## src/design/move_dec_regs.svh

```systemverilog
// offsets, field codes and constants of the x memory parallel move decoder
// Function
// - short form: bits 13-8 form a 0..63 address; bits 14 and 19 clear.
// - five-bit register codes pick input, accumulator, pointer and offset registers.
// - limited accumulator source is replaced by the 24-bit saturation constant.
// - full accumulator destination: middle word loaded, sign extended, low word cleared.
// - class I does a memory move plus accumulator to y input move.
// - class I memory move accepts seven register modes and absolute; immediate only as a load source.
// - class II uses one address; absolute and immediate modes are illegal.
// - class II stores the accumulator and loads low x input into it.
// - arithmetic operand may be a move source; both sources may match.
// - class I field layout: tag 0001, ff, source acc, y reg, direction.
// - six-bit mode field decodes seven register modes, absolute and immediate.
// - class II layout: tag 0000100, accumulator bit, bits 15-14 clear.
// - any saturation substitution raises the limiting flag.
// - absolute or immediate mode fetches one extension word.
// - bits 7-0 carry the arithmetic operation executed with the move.
// - postincrement accesses at the pointer, then adds one to it.
// - a pointer or offset written by a move is stale for the next instruction.
`ifndef MOVE_DEC_REGS_SVH
`define MOVE_DEC_REGS_SVH
`define CTRL_OFF 4'h0
`define STATUS_OFF 4'h4
`define LASTW_OFF 4'h8
`define STALE_OFF 4'hC
`define CTRL_EN_RST 1'b1
`define RESP_OKAY 2'h0
`define RESP_SLVERR 2'h2
`define CLASS1_TAG 4'h1
`define CLASS2_TAG 7'h04
`define SHORT_TAG 2'h1
`define EA_ABS 6'h30
`define EA_IMM 6'h34
`define EA_SPECIAL 3'h6
`define EA_POSTINC 3'h3
`define R_XIN_LO 5'h04
`define R_XIN_HI 5'h05
`define R_YIN_LO 5'h06
`define R_YIN_HI 5'h07
`define R_FIRST_LOW 5'h08
`define R_SECOND_LOW 5'h09
`define R_FIRST_EXT 5'h0A
`define R_SECOND_EXT 5'h0B
`define R_FIRST_MID 5'h0C
`define R_SECOND_MID 5'h0D
`define R_FIRST_FULL 5'h0E
`define R_SECOND_FULL 5'h0F
`define SAT_POS 24'h7FFFFF
`define SAT_NEG 24'h800000
`define LOW_CLEAR 24'h000000
`endif

```

## src/design/move_dec_pkg.sv

```systemverilog
// types of the x memory parallel move decoder
package move_dec_pkg;
  typedef enum logic [3:0] {
    FORM_NONE = 4'h1,
    FORM_SHORT = 4'h2,
    FORM_CLASS1 = 4'h4,
    FORM_CLASS2 = 4'h8
  } form_t;

  typedef struct packed {
    logic awready;
    logic wready;
    logic bvalid;
    logic [1:0] bresp;
    logic [3:0] awaddr;
    logic [31:0] wdata;
    logic [3:0] wstrb;
    logic arready;
    logic rvalid;
    logic [1:0] rresp;
    logic [31:0] rdata;
    logic enable;
    logic limit_sticky;
    logic illegal_sticky;
    logic [23:0] last_word;
    logic dec_valid;
    logic dec_illegal;
    form_t form;
    logic mem_to_reg;
    logic [4:0] mem_sel;
    logic [5:0] ea_field;
    logic [5:0] short_addr;
    logic ext_fetch;
    logic post_inc;
    logic [7:0] alu_op;
    logic mem_wr;
    logic [23:0] mem_wdata;
    logic reg_wr;
    logic [4:0] reg_sel;
    logic [23:0] reg_data;
    logic yreg_wr;
    logic yreg_sel;
    logic [23:0] yreg_data;
    logic acc_wr;
    logic acc_sel;
    logic [55:0] acc_data;
    logic limit;
    logic [15:0] stale_mask;
  } state_t;
endpackage : move_dec_pkg

```

## src/design/limit_if.sv

```systemverilog
// accumulator to limiter connection
interface limit_if;
  logic [55:0] acc;
  logic [23:0] value;
  logic limited;
  modport calc (input acc, output value, output limited);
  modport user (output acc, input value, input limited);
endinterface : limit_if

```

## src/design/acc_limiter.sv

```systemverilog
// saturating read of one full accumulator
`include "move_dec_regs.svh"
module acc_limiter (
  // accumulator in, limited word out
  limit_if.calc port
);
  // integer part in use when the extension byte differs from the middle sign
  assign port.limited = (port.acc[55:48] != {8{port.acc[47]}});
  // sign of the whole accumulator picks which constant replaces the value
  assign port.value = port.limited ? (port.acc[55] ? `SAT_NEG : `SAT_POS)
                                   : port.acc[47:24];
endmodule : acc_limiter

```

## src/design/xmem_parallel_move_decoder.sv

```systemverilog
// x memory parallel move decoder with axi4-lite control registers
//
// Our own choices: the AXI4-Lite interface to the registers and the placing of the registers.
`include "move_dec_regs.svh"
module xmem_parallel_move_decoder (
  // clock and reset
  input wire logic aclk,
  input wire logic aresetn,
  // axi4-lite write address and data
  input wire logic awvalid,
  output logic awready,
  input wire logic [3:0] awaddr,
  input wire logic wvalid,
  output logic wready,
  input wire logic [31:0] wdata,
  input wire logic [3:0] wstrb,
  // axi4-lite write response
  output logic bvalid,
  input wire logic bready,
  output logic [1:0] bresp,
  // axi4-lite read
  input wire logic arvalid,
  output logic arready,
  input wire logic [3:0] araddr,
  output logic rvalid,
  input wire logic rready,
  output logic [31:0] rdata,
  output logic [1:0] rresp,
  // instruction from fetch
  input wire logic insn_valid,
  input wire logic [23:0] insn_word,
  // source values, sampled with the instruction
  input wire logic [23:0] xin_lo,
  input wire logic [23:0] xin_hi,
  input wire logic [23:0] yin_lo,
  input wire logic [23:0] yin_hi,
  input wire logic [55:0] first_acc,
  input wire logic [55:0] second_acc,
  input wire logic [15:0] agu_src_value,
  input wire logic [23:0] mem_rdata,
  // decode result and move controls
  output logic dec_valid,
  output logic dec_illegal,
  output logic [3:0] form,
  output logic [7:0] alu_op,
  output logic mem_to_reg,
  output logic [4:0] mem_sel,
  output logic [5:0] ea_field,
  output logic [5:0] short_addr,
  output logic ext_fetch,
  output logic ea_post_inc,
  // memory write
  output logic mem_wr,
  output logic [23:0] mem_wdata,
  // register writes
  output logic reg_wr,
  output logic [4:0] reg_sel,
  output logic [23:0] reg_data,
  output logic yreg_wr,
  output logic yreg_sel,
  output logic [23:0] yreg_data,
  output logic acc_wr,
  output logic acc_sel,
  output logic [55:0] acc_data,
  // condition and pipeline hazard
  output logic limit_flag,
  output logic [15:0] ptr_stale_mask
);
  move_dec_pkg::state_t s_reg;
  move_dec_pkg::state_t s_next;
  logic [23:0] sat_val [2];
  logic sat_hit [2];

  // one limiter per accumulator, so two sources naming the same one agree
  limit_if lim [2] ();
  assign lim[0].acc = first_acc;
  assign lim[1].acc = second_acc;
  generate
    for (genvar i = 0; i < 2; i++) begin : g_lim
      acc_limiter u_lim (
        .port(lim[i])
      );
      assign sat_val[i] = lim[i].value;
      assign sat_hit[i] = lim[i].limited;
    end
  endgenerate

  // value of a source register with its limiting hit in bit 24
  function automatic logic [24:0] read_src(input logic [4:0] code);
    logic [24:0] r;
    r = {1'b0, 8'h00, agu_src_value}; // pointers and offsets zero-extend
    case (code)
      `R_XIN_LO: r = {1'b0, xin_lo};
      `R_XIN_HI: r = {1'b0, xin_hi};
      `R_YIN_LO: r = {1'b0, yin_lo};
      `R_YIN_HI: r = {1'b0, yin_hi};
      `R_FIRST_LOW: r = {1'b0, first_acc[23:0]};
      `R_SECOND_LOW: r = {1'b0, second_acc[23:0]};
      `R_FIRST_EXT: r = {1'b0, {16{first_acc[55]}}, first_acc[55:48]};
      `R_SECOND_EXT: r = {1'b0, {16{second_acc[55]}}, second_acc[55:48]};
      `R_FIRST_MID: r = {1'b0, first_acc[47:24]};
      `R_SECOND_MID: r = {1'b0, second_acc[47:24]};
      `R_FIRST_FULL: r = {sat_hit[0], sat_val[0]};
      `R_SECOND_FULL: r = {sat_hit[1], sat_val[1]};
      default: r = {1'b0, 8'h00, agu_src_value};
    endcase
    return r;
  endfunction : read_src

  // bus slave, register effects and instruction decode
  always_comb begin
    logic [23:0] w;
    logic [4:0] sel;
    logic [5:0] ea;
    logic to_reg;
    logic bad;
    logic [24:0] src;
    logic [24:0] src2;
    logic [15:0] mask;
    move_dec_pkg::form_t fm;
    w = insn_word;
    sel = 5'h00;
    ea = 6'h00;
    to_reg = 1'b0;
    bad = 1'b0;
    src = 25'h0000000;
    src2 = 25'h0000000;
    mask = 16'h0000;
    fm = move_dec_pkg::FORM_NONE;
    s_next = s_reg;
    s_next.dec_valid = 1'b0;
    s_next.dec_illegal = 1'b0;
    s_next.limit = 1'b0;
    s_next.mem_wr = 1'b0;
    s_next.reg_wr = 1'b0;
    s_next.yreg_wr = 1'b0;
    s_next.acc_wr = 1'b0;
    s_next.ext_fetch = 1'b0;

    // address and data are taken independently, in either order
    if (s_reg.awready && awvalid) begin
      s_next.awready = 1'b0;
      s_next.awaddr = awaddr;
    end
    if (s_reg.wready && wvalid) begin
      s_next.wready = 1'b0;
      s_next.wdata = wdata;
      s_next.wstrb = wstrb;
    end
    // both halves held: commit, then answer on the response channel
    if (!s_reg.awready && !s_reg.wready && !s_reg.bvalid) begin
      s_next.bvalid = 1'b1;
      s_next.bresp = `RESP_OKAY;
      case (s_reg.awaddr)
        `CTRL_OFF: begin
          if (s_reg.wstrb[0]) begin
            s_next.enable = s_reg.wdata[0];
          end
        end
        `STATUS_OFF: begin
          if (s_reg.wstrb[0] && s_reg.wdata[0]) begin
            s_next.limit_sticky = 1'b0;
          end
          if (s_reg.wstrb[0] && s_reg.wdata[1]) begin
            s_next.illegal_sticky = 1'b0;
          end
        end
        `LASTW_OFF, `STALE_OFF: s_next.bresp = `RESP_OKAY; // read only
        default: s_next.bresp = `RESP_SLVERR;
      endcase
    end
    if (s_reg.bvalid && bready) begin
      s_next.bvalid = 1'b0;
      s_next.awready = 1'b1;
      s_next.wready = 1'b1;
    end

    // read answers on the same edge that takes the address
    if (s_reg.arready && arvalid) begin
      s_next.arready = 1'b0;
      s_next.rvalid = 1'b1;
      s_next.rresp = `RESP_OKAY;
      case (araddr)
        `CTRL_OFF: s_next.rdata = {31'h00000000, s_reg.enable};
        `STATUS_OFF: s_next.rdata = {30'h00000000, s_reg.illegal_sticky, s_reg.limit_sticky};
        `LASTW_OFF: s_next.rdata = {8'h00, s_reg.last_word};
        `STALE_OFF: s_next.rdata = {16'h0000, s_reg.stale_mask};
        default: begin
          s_next.rdata = 32'h00000000;
          s_next.rresp = `RESP_SLVERR;
        end
      endcase
    end
    if (s_reg.rvalid && rready) begin
      s_next.rvalid = 1'b0;
      s_next.arready = 1'b1;
    end

    // classify the word; y memory and long x forms are left to other decoders
    if (w[23:20] == `CLASS1_TAG && !w[14]) begin
      fm = move_dec_pkg::FORM_CLASS1;
    end else if (w[23:17] == `CLASS2_TAG && w[15:14] == 2'h0) begin
      fm = move_dec_pkg::FORM_CLASS2;
    end else if (w[23:22] == `SHORT_TAG && !w[19] && !w[14]) begin
      fm = move_dec_pkg::FORM_SHORT;
    end
    unique case (fm)
      move_dec_pkg::FORM_SHORT: begin
        sel = {w[21:20], w[18:16]};
        to_reg = w[15];
      end
      move_dec_pkg::FORM_CLASS1: begin
        ea = w[13:8];
        to_reg = w[15];
        case (w[19:18])
          2'h0: sel = `R_XIN_LO;
          2'h1: sel = `R_XIN_HI;
          2'h2: sel = `R_FIRST_FULL;
          default: sel = `R_SECOND_FULL;
        endcase
        // every mode passes except reserved 110 codes and a store to immediate
        bad = (ea[5:3] == `EA_SPECIAL && ea != `EA_ABS && ea != `EA_IMM) ||
              (ea == `EA_IMM && !w[15]);
      end
      move_dec_pkg::FORM_CLASS2: begin
        ea = w[13:8];
        sel = w[16] ? `R_SECOND_FULL : `R_FIRST_FULL;
        to_reg = 1'b0;
        bad = (ea[5:3] == `EA_SPECIAL);
      end
      move_dec_pkg::FORM_NONE: bad = 1'b0;
    endcase

    // sources read from the present inputs, destinations written after the edge
    if (insn_valid && s_reg.enable && fm != move_dec_pkg::FORM_NONE) begin
      src = read_src(sel);
      src2 = w[17] ? {sat_hit[1], sat_val[1]} : {sat_hit[0], sat_val[0]};
      s_next.last_word = w;
      s_next.form = fm;
      s_next.alu_op = w[7:0];
      s_next.mem_sel = sel;
      s_next.mem_to_reg = to_reg;
      s_next.ea_field = ea;
      s_next.short_addr = w[13:8];
      s_next.post_inc = (fm != move_dec_pkg::FORM_SHORT) && (ea[5:3] == `EA_POSTINC);
      if (bad) begin
        s_next.dec_illegal = 1'b1;
        s_next.illegal_sticky = 1'b1;
        s_next.post_inc = 1'b0;
      end else begin
        s_next.dec_valid = 1'b1;
        s_next.ext_fetch = (fm != move_dec_pkg::FORM_SHORT) &&
                           (ea == `EA_ABS || ea == `EA_IMM);
        if (to_reg) begin
          if (sel == `R_FIRST_FULL || sel == `R_SECOND_FULL) begin
            s_next.acc_wr = 1'b1;
            s_next.acc_sel = sel[0];
            s_next.acc_data = {{8{mem_rdata[23]}}, mem_rdata, `LOW_CLEAR};
          end else begin
            s_next.reg_wr = 1'b1;
            s_next.reg_sel = sel;
            s_next.reg_data = mem_rdata;
            if (sel[4]) begin
              mask[sel[3:0]] = 1'b1;
            end
          end
        end else begin
          s_next.mem_wr = 1'b1;
          s_next.mem_wdata = src[23:0];
          s_next.limit = src[24];
        end
        if (fm == move_dec_pkg::FORM_CLASS1) begin
          s_next.yreg_wr = 1'b1;
          s_next.yreg_sel = w[16];
          s_next.yreg_data = src2[23:0];
          s_next.limit = s_next.limit | src2[24];
        end
        if (fm == move_dec_pkg::FORM_CLASS2) begin
          s_next.acc_wr = 1'b1;
          s_next.acc_sel = w[16];
          s_next.acc_data = {{8{xin_lo[23]}}, xin_lo, `LOW_CLEAR};
        end
      end
      // the mask lasts exactly until the following instruction is decoded
      s_next.stale_mask = mask;
      // a new hit beats a clear arriving in the same cycle
      s_next.limit_sticky = s_next.limit_sticky | s_next.limit;
    end
  end

  // state register, synchronous reset
  always_ff @(posedge aclk) begin
    if (!aresetn) begin
      s_reg <= '0;
      s_reg.awready <= 1'b1;
      s_reg.wready <= 1'b1;
      s_reg.arready <= 1'b1;
      s_reg.enable <= `CTRL_EN_RST;
      s_reg.form <= move_dec_pkg::FORM_NONE;
    end else begin
      s_reg <= s_next;
    end
  end

  // every output is a state field
  assign awready = s_reg.awready;
  assign wready = s_reg.wready;
  assign bvalid = s_reg.bvalid;
  assign bresp = s_reg.bresp;
  assign arready = s_reg.arready;
  assign rvalid = s_reg.rvalid;
  assign rdata = s_reg.rdata;
  assign rresp = s_reg.rresp;
  assign dec_valid = s_reg.dec_valid;
  assign dec_illegal = s_reg.dec_illegal;
  assign form = s_reg.form;
  assign alu_op = s_reg.alu_op;
  assign mem_to_reg = s_reg.mem_to_reg;
  assign mem_sel = s_reg.mem_sel;
  assign ea_field = s_reg.ea_field;
  assign short_addr = s_reg.short_addr;
  assign ext_fetch = s_reg.ext_fetch;
  assign ea_post_inc = s_reg.post_inc;
  assign mem_wr = s_reg.mem_wr;
  assign mem_wdata = s_reg.mem_wdata;
  assign reg_wr = s_reg.reg_wr;
  assign reg_sel = s_reg.reg_sel;
  assign reg_data = s_reg.reg_data;
  assign yreg_wr = s_reg.yreg_wr;
  assign yreg_sel = s_reg.yreg_sel;
  assign yreg_data = s_reg.yreg_data;
  assign acc_wr = s_reg.acc_wr;
  assign acc_sel = s_reg.acc_sel;
  assign acc_data = s_reg.acc_data;
  assign limit_flag = s_reg.limit;
  assign ptr_stale_mask = s_reg.stale_mask;
endmodule : xmem_parallel_move_decoder

```

## config.mk

```make
export PLATFORM = sky130hd
export DESIGN_NAME = xmem_parallel_move_decoder
export DESIGN_NICKNAME = d
export VERILOG_FILES = /design/src/design/move_dec_pkg.sv /design/src/design/limit_if.sv /design/src/design/acc_limiter.sv /design/src/design/xmem_parallel_move_decoder.sv
export VERILOG_INCLUDE_DIRS = /design/src /design/src/design
export SDC_FILE = /design/constraint.sdc
export NUM_CORES = 1
export LEC_CHECK = 0
export ABC_AREA = 1
export BUFFER_PORTS_ARGS = -buffer_cell sky130_fd_sc_hd__buf_4
export CAP_MARGIN = 0
export CORE_AREA = 2 2 219 221
export CTS_BUF_LIST = sky130_fd_sc_hd__clkbuf_8 sky130_fd_sc_hd__clkbuf_16
export DETAILED_ROUTE_END_ITERATION = 6
export DIE_AREA = 0 0 221 223
export HOLD_SLACK_MARGIN = 0.15
export SLEW_MARGIN = 15
export SYNTH_ARGS = -nofsm -noshare
export SYNTH_HDL_FRONTEND = slang
export SYNTH_SLANG_ARGS = --single-unit
export TNS_END_PERCENT = 1
```

## constraint.sdc

```tcl
create_clock -name aclk -period 2.2 [get_ports aclk]
set_input_delay 0.22 -clock aclk [delete_from_list [all_inputs] [get_ports aclk]]
set_output_delay 0.22 -clock aclk [all_outputs]
set_load 0.05 [all_outputs]
```

Yosys cells after proc, flatten, opt, wreduce, memory -nomap -nowiden

Index checks and enable logic that the tools add are counted.

Flip-flop bits (word level): 265
Output and inout bits: 231

Order comparisons: 2
Equality and inequality tests: 44
Muxes and demuxes: 47
Bitwise logic cells: 4
Reduce and logical (&&, ||, !) cells: 47

Operators by type and width:

| operator                                            | number |
|---|---|
| case mux 25 bit (12 select lines)                   | 1 |
| 2-to-1 mux 140 bit                                  | 2 |
| 2-to-1 mux 216 bit                                  | 1 |
| 2-to-1 mux 58 bit                                   | 3 |
| 2-to-1 mux 24 bit                                   | 4 |
| case mux 24 bit (4 select lines)                    | 1 |
| 2-to-1 mux 16 bit                                   | 4 |
| 2-to-1 mux 30 bit                                   | 2 |
| 2-to-1 mux 25 bit                                   | 2 |
| equality test 5 x 4 -> 1 bit, second input constant | 8 |
| 2-to-1 mux 26 bit                                   | 1 |
| logical AND 1 bit                                   | 21 |
| equality test 4 bit, second input constant          | 5 |
| equality test 5 x 3 -> 1 bit, second input constant | 4 |
| equality test 6 bit, second input constant          | 3 |
| != test 8 bit                                       | 2 |
| case mux 5 bit (3 select lines)                     | 1 |
| 2-to-1 mux 1 bit                                    | 14 |
| equality test 4 x 3 -> 1 bit, second input constant | 3 |
| != test 6 bit, second input constant                | 2 |
| case mux 4 bit (3 select lines)                     | 1 |
| 2-to-1 mux 2 bit                                    | 5 |
| AND reduction 3 bit                                 | 3 |
| zero test 4 bit                                     | 2 |
| other kinds (29)                                    | 49 |

Longest topological paths before layout

Gate-level depths: netlist of the first run.

Depth after elaboration: 19
Mapped depth: 19

Hierarchy

A second synthesis of the first run with hierarchy kept.

Cell total of the unflattened synthesis: 2187
Area total of the unflattened synthesis: 13713.2 µm²

Modules (own cells, without submodules):

| module                     | instances | cells each | area each (µm²) | seq. area each (µm²) |
|---|---|---|---|---|
| xmem_parallel_move_decoder | 1         | 2049       | 13072.5         | 4184.0 |
| acc_limiter                | 2         | 69         | 320.3           | 0.0 |

Worst setup path before layout of the first run

No wires, ideal clock.

Path kind: input to register
Start point: input port insn_word[17]
End point: register s_reg, in the netlist reg_data[10]
Setup time: 0.114 ns
Arrival: 1.932 ns
Required time: 2.086 ns
Setup slack: 0.154 ns
Stages: 16
Cells stage by stage: buf_4 -> nor2_1 -> nand3_2 -> nor2_8 -> nand2_2 -> nand3_2 -> nor2_4 -> nand3_4 -> nand2_4 -> inv_4 -> nand3_4 -> nor2_4 -> inv_2 -> buf_6 -> o21bai_1 -> inv_1

Cells in the longest elaborated chain, start to end: 10
Elaborated cells on any way between the ends: 20
Classes of those cells: eq/ne (10); mux (5); reduce/logical (5)

Ends and longest elaborated chain:

| item                                          | RTL line                          | source |
|---|---|---|
| from (decl)                                   | xmem_parallel_move_decoder.sv:31  | `input wire logic [23:0] insn_word,` |
| equality test 7 x 3 -> 1 bit (no source line) | --                                |  |
| logical AND 1 bit                             | xmem_parallel_move_decoder.sv:202 | `` end else if (w[23:17] == `CLASS2_TAG && w[15:14] == 2'h0) begin `` |
| 2-to-1 mux 4 bit                              | xmem_parallel_move_decoder.sv:202 |  |
| 2-to-1 mux 4 bit                              | xmem_parallel_move_decoder.sv:200 | `` if (w[23:20] == `CLASS1_TAG && !w[14]) begin `` |
| equality test 4 bit (tied with other cells)   | xmem_parallel_move_decoder.sv:207 | `unique case (fm)` |
| case mux 5 bit (3 select lines)               | xmem_parallel_move_decoder.sv:207 |  |
| equality test 5 x 4 -> 1 bit                  | --                                |  |
| logical OR 1 bit (no source line)             | --                                |  |
| != test 2 bit (no source line)                | --                                |  |
| AND reduction 4 bit (no source line) (*)      | --                                |  |
| to (signal assigned)                          | xmem_parallel_move_decoder.sv:301 | `s_reg <= s_next;` |
| to (decl)                                     | xmem_parallel_move_decoder.sv:69  | `move_dec_pkg::state_t s_reg;` |

Every way passes the cells marked *; elsewhere a longest branch is shown, timed or not.
A chain may end at the register's enable or synchronous reset.

==> key figures, run 1 <==
Run status
  – Status: finished, final reports clean

Pwr
  – Switching part of the total: 0.277
  – Pwr/cell area: 528 nW/um^2
  – LEAKAGE: 10.0 nW
  – Comb pwr share: 0.174
  – Switching power: 2.95 mW
  – Seq pwr share: 0.365
  – Peak VDD IR: 0.447 mV
  – Pint: 7.69 mW
  – Clk pwr share: 0.461

Routing
  – Post-route ant nets: 0
  – Via density: 4.88
  – Detailed Route WL: 67800 microns
  – Wire per inst: 20.6 microns
  – Via Count: 16000
  – DRC Markers: 0
  – Initial DRC count: 1103
  – DR pass1 iterations: 5

Clock network
  – Htree depth: 1
  – Num CTS Buffers: 27
  – Clock Tree Root: clkbuf_16
  – Clock tree from TritonCTS: done
  – Bufs on Longest Clock Path: 3
  – Clock slew at reported path FFs: 0.06 ns
  – Clock latency on the worst-skew pair: 0.57 ns
  – Clk sink count: 209

Floorplanning
  – Placement Rows: 80
  – Floorplan Core Area: 47100 sq um
  – I/O pin total: 555
  – Die ar.: 49300 sq um
  – Die H: 223 microns
  – Die width: 221 microns
  – Initial Utilization: 0.292

Yosys
  – Sequential fraction of the synthesis area: 0.304
  – Post-synth EDFFs: 0
  – Post-synthesis cell area: 13800 sq um
  – Synth top cells by count: 501 x nand2_1, 239 x inv_1, 233 x nor2_1
  – Avg Inst Size Synth: 6.44 sq um
  – Number of synthesized register bits: 209
  – Most frequent cell after synthesis: nand2_1
  – Dominant cells by area after synthesis: dfxtp_1 30%, nand2_1 14%, buf_4 12%
  – Yosys top cell by area: dfxtp_1
  – Ys Warns: 0
  – Synth unique cells: 43
  – Synth top area share: 0.304
  – Synth async-reset ratio: 0
  – Ys flop type: dfxtp_1
  – Cells after Synth: 2138

Global route
  – Largest net degree at the start of global routing: 90
  – Initial antenna violation count: 8
  – Total GRT Usage: 0.262
  – GRT Residual Overflow: 0
  – Vias in the first global route: 16000
  – First-pass GRT wire length: 98800 microns

STA
  – Fin crit share: 0.963
  – Setup violations, final: 0
  – Tmin final: 2.12 ns
  – Setup TNS: 0 ns
  – RSZ-0062 raised after global routing: true
  – Clock Skews: 0.00616 ns
  – Final Max Slew Viols: 0
  – F_max: 472 MHz
  – Final worst setup slack: 0.0805 ns
  – Fin. Hold Viols: 0

Critical path
  – Setup slack, reg-to-reg: 0.21 ns
  – End of the worst register-to-register path: s_reg[258]
  – R2R Path Start: wready
  – Element type at the critical path end: flop
  – WS Path Type: input port to flop
  – Crit path launch: aresetn
  – Data required time of the worst path: 2.71 ns
  – Worst R2R Path Depth: 5
  – CP Data Arrival Time: 2.63 ns
  – Crit path max fanout: 45
  – Worst setup SP type: input port

Hold path
  – Min-delay src: yin_hi[10]
  – WHS Endpoint: mem_wdata[10]
  – Min-delay worst type: input port to flop
  – Hold path cells: 7

Layout
  – Synth-to-Final Area Change: 46.4%
  – Max reg flops: 34
  – Nets: 2972
  – Final instance area: 20200 sq um
  – Layout cells sized above 1: 0.287

Placement
  – Port bufs: 487
  – Setup WS pre-CTS: -0.560 ns
  – DP Area: 17700 sq um
  – Dpl hpwl: 52500 microns
  – Placer congestion estimate: 0.974

Flow run
  – # Max-Cap Violations: 0
per-layer routing:
| layer | track usage | wire, microns | vias up |
|---|---|---|---|
| met5 | 0 | 44 | - |
| met2 | 0.435 | 31100 | 744 |
| met1 | 0.323 | 28200 | 7419 |
| met4 | 0.141 | 3980 | 6 |
| met3 | 0.0453 | 4400 | 181 |
| li1 | - | - | 7687 |
placed cells by master (no fill, tap or decap), types with 34 or more instances in the layout:
cell             n
buf_4          625
dlygate4sd3_1  133
nand2_1        500
nor2_1         229
nand3_1         66
a21oi_1        105
conb_1          34
dfxtp_1        209
o21ai_0        111
nand4_1        131
inv_1          241
metrics by stage:
stage | util | hold WS (ns) | power [mW] | cells
final | 0.428 | 0.170 | 10.6 | 3286
after global routing | 0.427 | 0.172 | 11.0 | 3285
after CTS | 0.425 | 0.155 | 10.7 | 3274
after detailed placement | 0.376 | 0.434 | 5.59 | 3094
after global placement | 0.376 | 0.429 | 5.58 | 3094
after floorplan | - | 0.338 | 4.79 | 2171
critical path, stage by stage:
cell and delay (ns):
dlygate4sd3_1 0.55, buf_4 0.26, buf_16 0.26, o21ai_0 0.11
dlygate4sd3_1 0.57, a21oi_1 0.12, dlygate4sd3_1 0.55
cell type report:
cell class                 count  area (sq um)
fill                        4866         27000
multi-input combinational   1367          6630
timing repair buffer         786          6600
sequential                   209          4180
inverter                     257           985
clock buffer                  34           772
tap                          615           769
clock inverter                13           210
antenna                        5          12.5
worst max-delay path by stage:
stage | to | slack (ns)
2_1_floorplan | reg_data[10] | 0.15
3_3_place_gp | mem_wdata[20] | -0.55
3_5_place_dp | mem_wdata[20] | -0.56
4_1_cts | s_reg[253] | 0.01
5_1_grt | mem_wdata[21] | -0.02
6_report | s_reg[253] | 0.08
power groups by stage:
stage	sequential (mW)	combinational [mW]	clock, mW
finish	3.89	1.85	4.90
global route	3.89	1.96	5.14
CTS	3.89	1.82	5.00
detailed placement	3.97	1.62	0
floorplan	3.98	0.807	0
global placement	3.97	1.61	0
cells by family after synthesis:
| family | after synthesis | synth area share |
|---|---|---|
| simple gates | 992 | 0.321 |
| other cells | 1 | 0.000272 |
| flops | 209 | 0.304 |
| compound gates | 334 | 0.142 |
| buf+inv | 595 | 0.228 |
| mux | 7 | 0.00509 |
timing repair:
action,CTS,global route
gates resized for setup,0,15
setup buffers,0,6
hold buffers,133,0
endpoints found under the hold margin,149,0
endpoints found under the setup margin,0,41
No activity file was read; power rests on OpenSTA's default activity.
==> inputs of run 2 (changes only) <==
--- a/config.mk
+++ b/config.mk
@@ -8,9 +8,9 @@
 export LEC_CHECK = 0
-export ABC_AREA = 1
+export ABC_AREA = 0
 export BUFFER_PORTS_ARGS = -buffer_cell sky130_fd_sc_hd__buf_4
 export CAP_MARGIN = 0
-export CORE_AREA = 2 2 219 221
+export CORE_AREA = 2 2 217 219
 export CTS_BUF_LIST = sky130_fd_sc_hd__clkbuf_8 sky130_fd_sc_hd__clkbuf_16
 export DETAILED_ROUTE_END_ITERATION = 6
-export DIE_AREA = 0 0 221 223
+export DIE_AREA = 0 0 219 221
 export HOLD_SLACK_MARGIN = 0.15
--- a/constraint.sdc
+++ b/constraint.sdc
@@ -3,2 +3,2 @@
 set_output_delay 0.22 -clock aclk [all_outputs]
-set_load 0.05 [all_outputs]
+set_load 0.02 [all_outputs]
==> run 2 against run 1 <==
Net effect:
- non-clock buffer count grew 52
- flip-flop and latch count stayed put
- setup slack gained 0.0073 ns
- critical endpoint is now mem_wdata[18]
- global-route usage shrank 0.16 points
- sequential power barely moved
- via count is 12% lower
- clock skew increased by 0.0034 ns
- register-to-register slack improved by 0.04 ns
- fmax increased by 0.35%
- largest power group unchanged
==> key figures, run 2 <==
Run status
  – Status: finished, final reports clean

Clock network
  – Bufs on Longest Clock Path: 3 (unchanged)
  – Clock tree from TritonCTS: done
  – Num CTS Buffers: 25 (-7.4%)
  – Clock Tree Root: clkbuf_16
  – Clock slew at reported path FFs: 0.06 ns (about the same)
  – Htree depth: 1 (unchanged)
  – Clock latency on the worst-skew pair: 0.54 ns (-0.03 ns)
  – Clk sink count: 209 (unchanged)
  – Post-CTS Setup Bufs: 0 (unchanged)

STA
  – Tmin final: 2.11 ns (-0.00734 ns)
  – Fin crit share: 0.960 (-0.00334)
  – Worst Tran Pin Value: 0.864 ns
  – Clock Skews: 0.00954 ns (+0.00338 ns)
  – Slew HR: 0.419
  – F_max: 473 MHz (+0.35%)
  – Hold WS: 0.158 ns (-0.0117 ns)
  – RSZ-0062 raised after global routing: true
  – Setup violations, final: 0 (unchanged)
  – Final worst setup slack: 0.0879 ns (+0.00734 ns)
  – Final Max Slew Viols: 0 (unchanged)
  – Fin. Hold Viols: 0 (unchanged)

Yosys
  – Synth top area share: 0.343 (+0.0392)
  – Cells after Synth: 1546 (-28%)
  – Synth unique cells: 77 (+79%)
  – Post-synthesis cell area: 12200 sq um (-11%)
  – Number of synthesized register bits: 209 (unchanged)
  – Dominant cells by area after synthesis: dfxtp_1 34%, buf_4 14%, a21oi_1 6.4%
  – Most frequent cell after synthesis: buf_4
  – Avg Inst Size Synth: 7.89 sq um (+22%)
  – Post-synth EDFFs: 0 (unchanged)
  – Synth top cells by count: 220 x buf_4, 209 x dfxtp_1, 182 x nand2_1
  – Sequential fraction of the synthesis area: 0.343 (+0.0392)
  – Ys flop type: dfxtp_1
  – Yosys top cell by area: dfxtp_1
  – Synth async-reset ratio: 0 (unchanged)
  – Ys Warns: 0 (unchanged)

Critical path
  – Worst Setup EP: mem_wdata[18]
  – Crit path max fanout: 7 (-84%)
  – R2R Path Start: s_reg[216]
  – End of the worst register-to-register path: mem_wdata[0]
  – Data required time of the worst path: 2.69 ns (-0.02 ns)
  – Crit-path leading delay family: simple AND/OR/NAND/NOR gates
  – Worst setup SP type: input port
  – Crit path launch: insn_word[14]
  – Setup slack, reg-to-reg: 0.25 ns (+0.04 ns)
  – CP cell instances: buf_4, or4_4, nor3_4, a2bb2oi_2, buf_4, nand2_1, buf_4, o211ai_1, buf_4, o211a_1
  – Cell mode on critical path: buf_4
  – Max incr delay on CP: 0.61 ns (+0.04 ns)
  – Critical path's slowest cell: or4_4
  – Element type at the critical path end: flop
  – CP Data Arrival Time: 2.60 ns (-0.03 ns)
  – WS Path Type: input port to flop
  – Worst R2R Path Depth: 7 (+2)
  – Levels on crit path: 10 (+3)
  – Worst path buffer plus inverter count: 4 (-1)

Pwr
  – Peak VDD IR: 0.531 mV (+19%)
  – Pwr/cell area: 525 nW/um^2 (-0.55%)
  – LEAKAGE: 8.15 nW (-19%)
  – Seq pwr share: 0.394 (+0.029)
  – Switching part of the total: 0.269 (-0.00752)
  – Pint: 7.22 mW (-6.1%)
  – Comb pwr share: 0.170 (-0.004)
  – Switching power: 2.66 mW (-9.6%)
  – Clk pwr share: 0.436 (-0.025)

Global route
  – Largest net degree at the start of global routing: 56 (-38%)
  – First-pass GRT wire length: 93500 microns (-5.4%)
  – Met1 GRT Util: 0.302 (-0.0205)
  – Vias in the first global route: 14100 (-12%)
  – Met3 Resource Use GR: 0.0466 (+0.00129)
  – Initial antenna violation count: 15 (+7)
  – Met2 GRT Util: 0.459 (+0.0242)
  – Busiest layer in global routing: met2
  – Total GRT Usage: 0.260 (-0.00164)
  – GRT Residual Overflow: 0 (unchanged)

Floorplanning
  – Die width: 219 microns (-0.90%)
  – Placement Rows: 79 (-1.3%)
  – Initial Utilization: 0.265 (-0.0273)
  – Floorplan Core Area: 46100 sq um (-2.3%)
  – I/O pin total: 555 (unchanged)
  – Die ar.: 48400 sq um (-1.8%)
  – Die H: 221 microns (-0.90%)

Layout
  – Most frequent cells in the layout: 681 x buf_4, 209 x dfxtp_1, 181 x nand2_1
  – Layout cells sized above 1: 0.380 (+0.0937)
  – Footprint of the multi-input gates: 6130 sq um (-7.6%)
  – Most common cell after layout, fill and taps aside: buf_4
  – Reg area: 4180 sq um (unchanged)
  – Max reg flops: 34 (unchanged)
  – Fillers: 4712 (-3.2%)
  – Final instance area: 18800 sq um (-6.6%)
  – Post-Layout Cell Count: 2744 (-16%)
  – Post-layout util: 0.409 (-0.0188)
  – Synth-to-Final Area Change: 54.4%
  – Nets: 2434 (-18%)

Flow run
  – # Max-Cap Violations: 0 (unchanged)

Routing
  – Via density: 5.12 (+5.0%)
  – Detailed Route WL: 65500 microns (-3.4%)
  – DR pass1 iterations: 6 (+1)
  – Initial DRC count: 1088 (-1.4%)
  – DRC Markers: 0 (unchanged)
  – Wire per inst: 23.9 microns (+16%)
  – Via Count: 14100 (-12%)
  – Post-route ant nets: 0 (unchanged)

Placement
  – Dpl hpwl: 51800 microns (-1.4%)
  – Dpl cells: 2550 (-18%)
  – DP Area: 16500 sq um (-6.7%)
  – Setup WS pre-CTS: -0.668 ns (-0.108 ns)
  – Port bufs: 487 (unchanged)
  – Placer congestion estimate: 0.926 (-4.9%)

Hold path
  – Min-delay worst type: input port to flop
## run 2: power groups by stage
stage | logic [mW] | registers, mW | clock network [mW]
floorplan | 0.621 | 3.97 | 0
global placement | 1.46 | 3.97 | 0
detailed placement | 1.47 | 3.97 | 0
CTS | 1.68 | 3.89 | 4.39
global route | 1.79 | 3.90 | 4.54
finish | 1.68 | 3.89 | 4.31
## run 2: timing repair
| item | in CTS | in global routing |
|---|---|---|
| hold buffers | 140 | 0 |
| endpoints found under the setup margin | 2 | 10 |
| endpoints found under the hold margin | 119 | 0 |
| pin swaps | 1 | 1 |
| gates resized for setup | 3 | 6 |
## run 2: cell type report
class                      count  area share
multi-input combinational   1023       0.325
clock buffer                  29      0.0362
timing repair buffer         838       0.364
inverter                      13     0.00286
antenna                       12     0.00160
clock inverter                13     0.00784
tap                          607      0.0403
sequential                   209       0.222
## run 2: layer usage
metal / up-vias / share of wire
met5: - / 0.00079
met4: 10 / 0.045
met3: 126 / 0.073
met2: 669 / 0.50
met1: 6751 / 0.38
li1: 6500 / -
## run 2: how the worst min path moves through the flow
stage	endpoint	from	cells past startpoint	slack, ns
floorplan	awready	awvalid	1	0.32
global placement	form[0]	form[0]	2	0.44
detailed placement	form[0]	form[0]	2	0.44
CTS	mem_wdata[18]	yin_hi[18]	5	0.15
global route	mem_wdata[19]	xin_hi[19]	5	0.18
finish	mem_wdata[7]	yin_hi[7]	5	0.16
## run 2: cells by family (layout without fill, tap and decap cells)
kind of cell	after synthesis	count (layout)	synth area share
flops	209	209	0.343
buf+inv	347	893	0.178
simple gates	486	486	0.179
other cells	1	46	0.000307
compound gates	475	475	0.275
mux	28	28	0.0243
## run 2: worst reg2reg max path, cell delays in order, from the launching register on
cell       delay [ns]
dfxtp_1          0.40
nand2_1          0.13
a21oi_4          0.16
and3_1           0.30
nand2_1          0.11
buf_4            0.17
a2111oi_1        0.47
nor4_1           0.09
## run 2: metrics by stage
stage	setup TNS, ns	power [mW]
6_report	0	9.88
5_1_grt	-0.0126	10.2
4_1_cts	0	9.95
3_5_place_dp	-33.40	5.44
3_3_place_gp	-27.04	5.43
2_1_floorplan	-4.01	4.59
==> inputs of run 3 (changes only) <==
RECOVER_POWER = 50   (was unset)
==> run 3 against run 2 <==
Net effect:
- cell count unchanged
- sequential share of layout area increased by 0.87 points
- combinational power is 2% lower
- first-iteration DRC count up 0.74%
- cell area down 3.7%
- sequential power about the same
- non-clock buffer count did not move
- setup slack worse by 0.0082 ns
- total power fell by 0.48%
==> key figures, run 3 (synthesis results as in run 2) <==
Pwr
  – Comb pwr share: 0.167 (-0.003)
  – Clk pwr share: 0.437 (about the same)
  – Switching power: 2.66 mW (-0.19%)
  – Pwr/cell area: 543 nW/um^2 (+3.4%)
  – Peak VDD IR: 0.530 mV (-0.14%)
  – Switching part of the total: 0.270 (+0.000773)
  – Seq pwr share: 0.396 (+0.002)
  – LEAKAGE: 7.36 nW (-9.8%)
  – Pint: 7.18 mW (-0.58%)

Critical path
  – Max incr delay on CP: 0.61 ns (about the same)
  – Data required time of the worst path: 2.67 ns (-0.02 ns)
  – Element type at the critical path end: flop
  – Critical path's slowest cell: or4_4
  – R2R Path Start: s_reg[216]
  – CP Data Arrival Time: 2.59 ns (about the same)
  – Cell mode on critical path: buf_4
  – Crit path launch: insn_word[14]
  – Worst setup SP type: input port
  – CP cell instances: buf_4, or4_4, nor3_4, buf_4, a2bb2o_4, buf_4, o21ai_0, o21ai_0, a31oi_1
  – WS Path Type: input port to flop
  – Crit path max fanout: 18 (+11)

Clock network
  – Clock slew at reported path FFs: 0.06 ns (about the same)
  – Clock Tree Root: clkbuf_16
  – Htree depth: 1 (unchanged)
  – Num CTS Buffers: 25 (unchanged)
  – Clk sink count: 209 (unchanged)
  – Clock latency on the worst-skew pair: 0.54 ns (about the same)
  – Clock tree from TritonCTS: done
  – Bufs on Longest Clock Path: 3 (unchanged)

Run status
  – Status: finished, final reports clean

Floorplanning
  – Placement Rows: 79 (unchanged)
  – Floorplan Core Area: 46100 sq um (unchanged)
  – Die H: 221 microns (unchanged)
  – Die width: 219 microns (unchanged)
  – I/O pin total: 555 (unchanged)
  – Initial Utilization: 0.265 (unchanged)
  – Die ar.: 48400 sq um (unchanged)

Placement
  – Dpl cells: 2550 (unchanged)
  – Port bufs: 487 (unchanged)
  – Placer congestion estimate: 0.926 (unchanged)
  – DP Area: 16500 sq um (unchanged)
  – Dpl hpwl: 51800 microns (unchanged)

Routing
  – Post-route ant nets: 0 (unchanged)
  – Initial DRC count: 1096 (+0.74%)
  – Via Count: 14100 (+0.036%)
  – Via density: 5.12 (about the same)
  – Wire per inst: 23.9 microns (+0.22%)
  – DR pass1 iterations: 5 (-1)
  – Detailed Route WL: 65600 microns (+0.22%)
  – DRC Markers: 0 (unchanged)

Layout
  – Most frequent cells in the layout: 493 x buf_4, 209 x dfxtp_1, 188 x clkbuf_1
  – Max reg flops: 34 (unchanged)
  – Layout cells sized above 1: 0.292 (-0.0885)
  – Most common cell after layout, fill and taps aside: buf_4
  – Synth-to-Final Area Change: 48.6%
  – Nets: 2434 (unchanged)
  – Final instance area: 18100 sq um (-3.7%)
  – Post-Layout Cell Count: 2744 (unchanged)

Global route
  – Total GRT Usage: 0.260 (unchanged)
  – Largest net degree at the start of global routing: 56 (unchanged)
  – Initial antenna violation count: 15 (unchanged)
  – First-pass GRT wire length: 93500 microns (unchanged)
  – GRT Residual Overflow: 0 (unchanged)
  – Vias in the first global route: 14100 (unchanged)

STA
  – Worst Tran Pin Value: 1.13 ns (+0.271 ns)
  – F_max: 472 MHz (-0.39%)
  – Final Max Slew Viols: 0 (unchanged)
  – RSZ-0062 raised after global routing: true
  – Fin. Hold Viols: 0 (unchanged)
  – Fin crit share: 0.964 (+0.00374)
  – Clock Skews: 0.00923 ns (-0.000305 ns)
  – Tmin final: 2.12 ns (+0.00823 ns)
  – Slew HR: 0.244 (-0.175)
  – Setup violations, final: 0 (unchanged)

Hold path
  – Min-delay worst type: input port to flop
  – Min-delay src: yin_hi[18]

Flow run
  – # Max-Cap Violations: 0 (unchanged)
run 3: cell count changes in the layout (fill, tap and decap cells not counted):
cell	previous run	this run
clkbuf_1	0	188
buf_4	681	493
run 3: power groups by stage:
stage	clock, mW	sequential [mW]	combinational [mW]
after floorplan	0	3.97	0.621
after global placement	0	3.97	1.46
after detailed placement	0	3.97	1.47
after CTS	4.39	3.89	1.68
after global routing	4.54	3.90	1.74
final	4.30	3.89	1.64
run 3: timing repair:
action	in CTS	in global routing
buffers inserted	0	0
setup endpoints to repair	2	10
hold endpoints to repair	119	0
hold buffers	140	0
gates resized for setup	3	6
pin swaps	1	1
run 3: critical path: cells and delay by family:
kind	cells	cell delay, ns
simple gates	2	0.91
buf+inv	3	0.53
compound gates	4	0.91
run 3: path summary, 6_finish.rpt:
| path | cells after the start | to | slack, ns |
|---|---|---|---|
| max | 9 | mem_wdata[2] | 0.08 |
| min | 5 | mem_wdata[18] | 0.17 |
| max reg2reg | 7 | mem_wdata[0] | 0.27 |
| min reg2reg | 2 | reg_data[4] | 0.45 |
run 3: layer usage:
metal / up-vias / global-route usage / wire, microns
li1: 6501 / - / -
met1: 6766 / 0.302 / 25500
met2: 643 / 0.459 / 32600
met3: 141 / 0.0466 / 4480
met4: 10 / 0.121 / 3030
met5: - / 0 / 60
run 3: final cells by class:
class | instances | area, sq um
fill | 4915 | 27900
sequential | 209 | 4180
inverter | 13 | 53.8
clock inverter | 13 | 148
multi-input combinational | 1023 | 6130
clock buffer | 29 | 681
tap | 607 | 759
antenna | 12 | 30.0
timing repair buffer | 838 | 6140
run 3: through the flow:
stage          utilization  power (mW)  hold WS, ns  setup TNS [ns]  worst slack, ns
2_1_floorplan            -        4.59        0.320           -4.01          -0.0971
5_1_grt              0.393        10.2        0.183         -0.0126         -0.00890
3_3_place_gp         0.359        5.43        0.440          -27.04           -0.787
6_report             0.393        9.84        0.173               0           0.0796
3_5_place_dp         0.359        5.44        0.443          -33.40           -0.668
4_1_cts              0.408        9.95        0.154               0          0.00754
